**config.mk**
```make
export PLATFORM = sky130hd
export DESIGN_NAME = charger_timer_status
export DESIGN_NICKNAME = d
export VERILOG_FILES = /design/src/logic/charger_timer_status.v
export VERILOG_INCLUDE_DIRS = /design/src /design/src/logic
export SDC_FILE = /design/constraint.sdc
export NUM_CORES = 1
export LEC_CHECK = 0
export BUFFER_PORTS_ARGS = -buffer_cell sky130_fd_sc_hd__buf_4
export CAP_MARGIN = 25
export CORE_AREA = 2 2 84 86
export CTS_BUF_LIST = sky130_fd_sc_hd__clkbuf_2
export CTS_CLUSTER_DIAMETER = 30
export DETAILED_ROUTE_END_ITERATION = 10
export DIE_AREA = 0 0 86 88
export PLACE_DENSITY = 0.78
export SYNTH_ARGS = -nofsm -noshare
export SYNTH_HDL_FRONTEND = slang
export SYNTH_SLANG_ARGS = --single-unit
```
**constraint.sdc**
```tcl
create_clock -name clk -period 5.2 [get_ports clk]
set_clock_uncertainty 0.2 [all_clocks]
set_input_delay 1.04 -clock clk [delete_from_list [all_inputs] [get_ports clk]]
set_output_delay 1.04 -clock clk [all_outputs]
set_load 0.02 [all_outputs]
```
**src/logic/charger_timer_regs.vh**
```
`ifndef CHARGER_TIMER_REGS_VH
`define CHARGER_TIMER_REGS_VH
// Charge state codes, one-hot
`define ST_IDLE 7'h01
`define ST_PRECOND 7'h02
`define ST_FAST 7'h04
`define ST_TOPOFF 7'h08
`define ST_EOC 7'h10
`define ST_TEMP_FAULT 7'h20
`define ST_TIMEOUT_FAULT 7'h40
// Timeout select codes
`define SEL_DISABLED 2'h3
// Times in minutes
`define PRE_T0_MIN 40
`define PRE_T1_MIN 60
`define PRE_T2_MIN 80
`define TOT_T0_MIN 180
`define TOT_T1_MIN 240
`define TOT_T2_MIN 300
// Clock rate and minute tick
`define CLK_HZ 20000000
`define MINUTE_CYCLES (`CLK_HZ * 60)
`endif

```
**src/logic/charger_timer_status.v**
```verilog
// Overview of operation
// - Reading timer event flag returns pending state and clears it.
// - Precondition select 00/01/10 gives 40/60/80 minutes; 11 disables.
// - Total select 00/01/10 gives 3/4/5 hours; 11 disables.
// - Charge indicator sinks only in precondition, fast-charge, top-off states.
// - Charging suspends while either temperature comparator trips.
// - Temperature leaving valid range raises interrupt when both enables set.
// - Temperature returning to valid range raises interrupt when both enables set.
// - Temperature level bit is 1 inside valid range, else 0.
// - Reading temperature event flag returns pending state and clears it.
// - Supply below battery reconfigures power switch for minimal battery drain.
// - Precondition timer expiry raises interrupt when both enables set.
// - Total timer expiry raises interrupt when both enables set.
// - Timer expired level is 1 after either timeout, else 0.
// - Precondition timeout before threshold enters timeout-fault state.
`include "charger_timer_regs.vh"
`default_nettype none
module charger_timer_status #(
    parameter MINUTE_CYCLES = `MINUTE_CYCLES
) (
    input wire clk, // 20 MHz clock
    input wire rst_n, // Async reset, active low
    input wire [6:0] charge_state, // One-hot charger state
    input wire new_cycle, // Pulse at start of a charge cycle
    input wire [1:0] precharge_timeout_sel, // Precondition timeout select
    input wire [1:0] total_timeout_sel, // Total timeout select
    input wire hot_limit_trip, // Comparator: sense below hot limit voltage
    input wire cold_limit_trip, // Comparator: sense above cold limit voltage
    input wire supply_below_battery, // Comparator: supply input under battery
    input wire temp_exit_irq_en, // Interrupt on leaving valid range
    input wire temp_return_irq_en, // Interrupt on returning to valid range
    input wire precharge_expiry_irq_en, // Interrupt on precondition expiry
    input wire overall_expiry_irq_en, // Interrupt on total expiry
    input wire timer_flag_en, // Timer event flag enable
    input wire heat_flag_en, // Temperature event flag enable
    input wire timer_flag_read, // Read strobe of timer event flag
    input wire heat_flag_read, // Read strobe of temperature event flag
    output reg timer_event_flag, // Pending timer event
    output reg pack_heat_event_flag, // Pending temperature event
    output reg timer_expired_level, // A timeout has occurred
    output reg pack_heat_ok_level, // Temperature inside valid range
    output reg charge_suspend, // Request charger to suspend
    output reg precharge_timeout, // Pulse: precondition timeout, go to fault
    output reg total_timeout, // Pulse: total timeout
    output reg switch_reverse_block, // Power switch in reverse-block mode
    output reg charge_indicator_n_out, // Indicator pin drive value
    output reg charge_indicator_n_oe // Indicator pin enable, low while sinking
);
    reg hot_s1, hot_s2, cold_s1, cold_s2, rev_s1, rev_s2;
    reg [31:0] minute_div;
    reg [8:0] pre_min, tot_min;
    reg pre_done, tot_done;
    reg next_timer_flag, next_heat_flag;
    wire minute_tick = (minute_div == MINUTE_CYCLES - 1);
    wire in_pre = (charge_state == `ST_PRECOND);
    wire active = (charge_state == `ST_PRECOND) || (charge_state == `ST_FAST) || (charge_state == `ST_TOPOFF);
    wire temp_ok = ~hot_s2 & ~cold_s2;
    wire pre_fire;
    wire tot_fire;
    wire timer_set;
    wire heat_set;

    function [8:0] limit_min;
        input [1:0] sel;
        input total;
        begin
            case (sel)
                2'h0: limit_min = total ? 9'd`TOT_T0_MIN : 9'd`PRE_T0_MIN;
                2'h1: limit_min = total ? 9'd`TOT_T1_MIN : 9'd`PRE_T1_MIN;
                default: limit_min = total ? 9'd`TOT_T2_MIN : 9'd`PRE_T2_MIN;
            endcase
        end
    endfunction

    assign pre_fire = !pre_done && in_pre && precharge_timeout_sel != `SEL_DISABLED && minute_tick
        && (pre_min + 9'h001 == limit_min(precharge_timeout_sel, 1'b0));
    assign tot_fire = !tot_done && active && total_timeout_sel != `SEL_DISABLED && minute_tick
        && (tot_min + 9'h001 == limit_min(total_timeout_sel, 1'b1));
    assign timer_set = timer_flag_en && ((pre_fire && precharge_expiry_irq_en) || (tot_fire && overall_expiry_irq_en));
    assign heat_set = heat_flag_en && ((pack_heat_ok_level && !temp_ok && temp_exit_irq_en)
        || (!pack_heat_ok_level && temp_ok && temp_return_irq_en));

    // Comparator synchronisers
    always @(posedge clk or negedge rst_n)
    begin
        if (!rst_n)
        begin
            hot_s1 <= 1'b0;
            hot_s2 <= 1'b0;
            cold_s1 <= 1'b0;
            cold_s2 <= 1'b0;
            rev_s1 <= 1'b0;
            rev_s2 <= 1'b0;
        end
        else
        begin
            hot_s1 <= hot_limit_trip;
            hot_s2 <= hot_s1;
            cold_s1 <= cold_limit_trip;
            cold_s2 <= cold_s1;
            rev_s1 <= supply_below_battery;
            rev_s2 <= rev_s1;
        end
    end

    always @(posedge clk or negedge rst_n)
    begin
        if (!rst_n)
        begin
            minute_div <= 32'h0;
            pre_min <= 9'h0;
            tot_min <= 9'h0;
            pre_done <= 1'b0;
            tot_done <= 1'b0;
        end
        else if (new_cycle)
        begin
            minute_div <= 32'h0;
            pre_min <= 9'h0;
            tot_min <= 9'h0;
            pre_done <= 1'b0;
            tot_done <= 1'b0;
        end
        else
        begin
            minute_div <= minute_tick ? 32'h0 : minute_div + 32'h1;
            if (minute_tick && in_pre && !pre_done)
                pre_min <= pre_min + 9'h001;
            if (minute_tick && active && !tot_done)
                tot_min <= tot_min + 9'h001;
            if (pre_fire)
                pre_done <= 1'b1;
            if (tot_fire)
                tot_done <= 1'b1;
        end
    end

    always @(posedge clk or negedge rst_n)
    begin
        if (!rst_n)
        begin
            precharge_timeout <= 1'b0;
            total_timeout <= 1'b0;
            timer_expired_level <= 1'b0;
        end
        else
        begin
            precharge_timeout <= pre_fire && !new_cycle;
            total_timeout <= tot_fire && !new_cycle;
            if (new_cycle)
                timer_expired_level <= 1'b0;
            else if (pre_fire || tot_fire)
                timer_expired_level <= 1'b1;
        end
    end

    // Flag next values, set wins over read
    always @*
    begin
        next_timer_flag = timer_event_flag;
        if (timer_set && !new_cycle)
            next_timer_flag = 1'b1;
        else if (timer_flag_read)
            next_timer_flag = 1'b0;
        next_heat_flag = pack_heat_event_flag;
        if (heat_set)
            next_heat_flag = 1'b1;
        else if (heat_flag_read)
            next_heat_flag = 1'b0;
    end

    always @(posedge clk or negedge rst_n)
    begin
        if (!rst_n)
        begin
            timer_event_flag <= 1'b0;
            pack_heat_event_flag <= 1'b0;
        end
        else
        begin
            timer_event_flag <= next_timer_flag;
            pack_heat_event_flag <= next_heat_flag;
        end
    end

    // Level status and pin drive
    always @(posedge clk or negedge rst_n)
    begin
        if (!rst_n)
        begin
            pack_heat_ok_level <= 1'b1;
            charge_suspend <= 1'b0;
            switch_reverse_block <= 1'b0;
            charge_indicator_n_out <= 1'b0;
            charge_indicator_n_oe <= 1'b1;
        end
        else
        begin
            pack_heat_ok_level <= temp_ok;
            charge_suspend <= ~temp_ok;
            switch_reverse_block <= rev_s2;
            // Open drain, drive value fixed low
            charge_indicator_n_out <= 1'b0;
            charge_indicator_n_oe <= ~active;
        end
    end
endmodule
`default_nettype wire

```
* After elaboration in Yosys (flattened, before gate mapping)
Index checks and enable logic that the tools add are counted.
** Word-level totals
- Register bits :: 67
** Cells by class
- Muxes and demuxes :: 18
- Bitwise gates (word level) :: 5
- Equal/unequal tests :: 10
- Add/sub/neg operators :: 3
- Reductions and logical operators :: 42
** Operator list (number)
- two-way mux 32 bit :: 2
- two-way mux 9 bit :: 4
- adder 32 x 1 -> 32 bit, second input constant :: 1
- == test 32 x 31 -> 1 bit, second input constant :: 1
- logical AND 1 bit :: 23
- adder 9 x 1 -> 9 bit, second input constant :: 2
- == test 9 bit :: 2
- one-hot mux 9 bit (2 select lines) :: 1
- one-hot mux 7 bit (2 select lines) :: 1
- nonzero test 2 bit :: 7
- two-way mux 1 bit :: 10
- == test 7 x 2 -> 1 bit, second input constant :: 1
- == test 7 x 3 -> 1 bit, second input constant :: 1
- == test 7 x 4 -> 1 bit, second input constant :: 1
- logical NOT 1 bit :: 5
- logical OR 1 bit :: 5
- == test 2 x 1 -> 1 bit, second input constant :: 2
- logical NOT 2 bit :: 2
- inequality test 2 bit, second input constant :: 2
- NOT 1 bit :: 4
- bitwise AND 1 bit :: 1

* Depth between registers and ports, before layout
- Word-level depth :: 12
- Gate-level depth with buffers :: 7

* Worst setup path before layout
Ideal clock, no wire load.
- Kind :: input to register
- Start :: input charge_state[0]
- End :: register timer_expired_level
- Setup slack :: 2.466 ns
- Data required time :: 4.918 ns
- Cell stages on the path :: 6
- Buffers on the path :: 0
- Data arrival time :: 2.452 ns
- Library setup time :: 0.082 ns
- Path through :: nor4_1 > o211a_1 > and3b_1 > nand4_1 > or4_1 > a31oi_1
** Between the ends
- Word-level cells in the longest chain between the ends :: 9
- Elaborated cells on any way between the ends :: 15
- Those cells by class :: 3 x eq/ne; 12 x reduce/logical
** RTL lines
- start: declaration :: line charger_timer_status.v:23 : input wire [6:0] charge_state,
- == test 7 x 2 -> 1 bit (no line) / == test 7 x 3 -> 1 bit (equally long branches)
- logical OR 1 bit (2 in a row) :: line charger_timer_status.v:56 : wire active = (charge_state == `ST_PRECOND) || (charge_state == `ST_FAST) || (charge_state == `ST_TOPOFF);
- logical AND 1 bit :: line charger_timer_status.v:77 : assign tot_fire = !tot_done && active && total_timeout_sel != `SEL_DISABLED && minute_tick
- logical AND 1 bit (no line)
- logical AND 1 bit (2 in a row) :: line charger_timer_status.v:77
- logical OR 1 bit (*) :: line charger_timer_status.v:152 : else if (pre_fire || tot_fire)
- nonzero test 2 bit (no line) (*)
- end signal: assignment :: line charger_timer_status.v:144 : timer_expired_level <= 1'b0;
- end signal: assignment :: line charger_timer_status.v:151 : timer_expired_level <= 1'b0;
- end signal: assignment :: line charger_timer_status.v:153 : timer_expired_level <= 1'b1;
- end: declaration :: line charger_timer_status.v:40 : output reg timer_expired_level,
Every way passes the cells marked *; elsewhere a longest branch is shown, timed or not.
A chain may end at the register's enable or synchronous reset.

* Worst setup path after layout
- Start :: register minute_div[14]
- End :: register minute_div[28]
** Between the ends
- Word-level cells in the longest chain between the ends :: 3
- Elaborated cells on any way between the ends :: 4
- Those cells by class :: 1 x add/sub; 1 x eq/ne; 2 x mux
** RTL lines
- start: declaration :: line charger_timer_status.v:50 : reg [31:0] minute_div;
- start signal: assignment :: line charger_timer_status.v:126 : minute_div <= minute_tick ? 32'h0 : minute_div + 32'h1;
- adder 32 x 1 -> 32 bit / == test 32 x 31 -> 1 bit (equally long branches) :: line charger_timer_status.v:126, charger_timer_status.v:54
- two-way mux 32 bit (*) :: line charger_timer_status.v:126
- two-way mux 32 bit (*) :: line charger_timer_status.v:116 : else if (new_cycle)
Marks and branches as above.

==> flow_summary.yaml <==
clocking:
  clkTransAtPathRegs_ns: 0.21
  tritoncts.num_buffers: 9
  clockRootBuffer: "clkbuf_2"
  cts_tree: "yes"
  post-cts-setup-buffer-count: 0
  clk_path_buf_depth: 2
  cts_resized: 0
  cts_sinks: 67
  clock_latency_ns: 0.48
  ctsHoldBuffers: 0
  h-tree-depth: 3
cells_and_area:
  largest_reg_flops: 32
  area_delta_synth_final_pct: 11.0
  fin_nets: 418
  final_design_area_no_fill_um2: 3920
  antenna_cells: 0
  finalNonFillerCells: 475
  drive_gt1_frac: 0.144
  top_register: "minute_div"
  reg.largest.list: "minute_div (32), pre_min (9), tot_min (9)"
timing:
  setup_tns_ns: 0
  finalHoldViolCount: 0
  fin_crit_ns: 2.61
  worst_pin_slew_ns: 0.930
  setup_viol: 0
  finalWorstSetupSlack_ns: 2.59
  rsz0062_at_grt: "no"
  maxSlewViolCount: 0
  timing.fmax_mhz: 383
  finalHoldWorstSlack_ns: 0.178
  fin_crit_sh: 0.502
  maxSlewHeadroom: 0.380
yosys:
  ys_types: 58
  ys_ff_latch: 67
  async_flop_share: 1.00
  synthesis.area_um2: 3530
  synth_ff_type: "dfrtp_1"
  synth_edf_count: 0
  synthCells: 362
  yosysTopAreaCellShare: 0.460
  syn_area_per_cell_um2: 9.76
  seq_area_frac_synth: 0.475
  synth.net_count: 390
  synth_area_leaders: "dfrtp_1 46%, xor2_1 8.4%, nor2_1 7.1%"
  yosysMostFrequentCell: "nor2_1"
  yosysWarnings: 0
  synth_largest_area_cell: "dfrtp_1"
  synthTopCellsByCount: "67 x nor2_1, 65 x dfrtp_1, 34 x xor2_1"
setup_path:
  cp-end-kind: "flop"
  crit_arrival_ns: 2.75
  crit_path_start_kind: "flop"
  r2r_start: "minute_div[14]"
  required_ns: 5.34
  startpoint: "minute_div[14]"
  worstSetupPathType: "flop to flop"
  critPathMaxFanout: 30
status:
  run_status: "complete, no violations"
route:
  vias: 2665
  drtIter0Drc: 107
  via_per_inst: 5.61
  routed_wl_um: 6770
  routedWlPerCell_um: 14.2
  drc_errors: 0
  ant_nets: 0
  dr.pass1.iters: 4
pwr:
  clockPowerShare: 0.353
  ir_drop_mv: 0.130
  p_leak_nw: 1.71
  sw_frac_of_total: 0.263
  cellPowerDensity_nw_per_um2: 229
  internal-power_mw: 0.663
  p_sw_mw: 0.236
  p_comb_frac: 0.056
  pwr-share-seq: 0.591
floorplan:
  start_util: 0.532
  dieArea_um2: 7570
  coreArea_um2: 6640
  die_width_um: 86
  fp-row-count: 30
  io_pins: 35
  dieHeight_um: 88
global_route:
  grt_usage: 0.197
  antenna_found_initial: 0
  grt_pass1_wl_um: 11800
  grt_start_max_net_pins: 68
  grt-ovfl-total: 0
  grt_pass1_vias: 2625
min_path:
  hp-start: "rev_s2"
  min_path_type: "flop to flop"
job:
  cap_violations: 0
placed_design:
  portBuffers: 33
  gp_congestion: 0.833
  place_worst_setup_slack_ns: 2.09
  place_area_um2: 3800
  placedCellCount: 459
  dp_hpwl_um: 4680
[final timing paths]
kind                                        end  slack, ns  cells past startpoint
hold / removal             switch_reverse_block       0.18                      0
setup / recovery                 minute_div[28]       2.59                      5
max in group asynchronous        minute_div[27]       3.83                      1
hold reg to reg            switch_reverse_block       0.18                      0
min in group asynchronous            pre_min[4]       0.42                      1
setup reg to reg                 minute_div[28]       2.59                      5
[cell type report]
cell class                      count  area [µm²]
Clock inverter                      7        73.8
Sequential cell                    67        1680
Inverter                           10        37.5
Multi-Input combinational cell    269        1740
Tap cell                           80         100
Fill cell                         593        2720
Clock buffer                        9        45.0
Timing Repair Buffer               33         248
[worst max-delay path: stages, from the launching register on]
cell and delay (ns):
dfrtp_1 0.48, nor4b_1 0.34, nand3_1 0.31, nor2b_1 0.25
a21o_1 0.76, nor2_1 0.12
[power by group through the flow]
| stage | Clock, mW | Combinational [mW] | Sequential [mW] |
|---|---|---|---|
| 4_1_cts | 0.326 | 0.0520 | 0.532 |
| 3_5_place_dp | 0 | 0.0518 | 0.541 |
| 3_3_place_gp | 0 | 0.0507 | 0.540 |
| 2_1_floorplan | 0 | 0.0177 | 0.543 |
| 5_1_grt | 0.353 | 0.0570 | 0.533 |
| 6_report | 0.317 | 0.0506 | 0.531 |
[metal layers]
| layer | track usage | up-vias | share of wire |
|---|---|---|---|
| li1 | - | 1311 | - |
| met1 | 0.258 | 1295 | 0.46 |
| met2 | 0.326 | 55 | 0.48 |
| met3 | 0.0471 | 4 | 0.048 |
| met4 | 0.0649 | 0 | 0.0068 |
| met5 | 0 | - | 0 |
[cells by family (layout without fill, tap and decap cells)]
kind of cell	count (synthesis)	count (layout)	share of synthesized area
xor gates and xnor gates	52	52	0.133
buffers and inverters	26	59	0.0326
other	1	1	0.00106
muxes	4	4	0.0113
DFF	67	67	0.475
adders and majority gates	3	3	0.0106
AOI/OAI and AO/OA	27	27	0.0567
and+or+nand+nor	182	182	0.279
[through the flow]
stage	utilization	power, mW
after CTS	0.590	0.910
after floorplan	-	0.560
after global routing	0.590	0.943
after global placement	0.573	0.591
after detailed placement	0.573	0.592
final	0.590	0.899
[layout by cell type (no fill, tap or decap), types with 3 or more instances in the layout]
cell	count
nor2_1	67
clkbuf_2	9
and4_1	7
nor4_1	4
nand3b_1	3
nand2_1	25
nand3_1	15
dfrtp_1	65
and3_1	8
xor2_1	34
buf_4	33
nor3_1	7
inv_1	10
mux2i_1	4
nand4_1	17
and2_1	6
ha_1	3
o21ai_0	4
and3b_1	3
xnor2_1	17
inv_6	3
(Power assumes the default switching activity.)
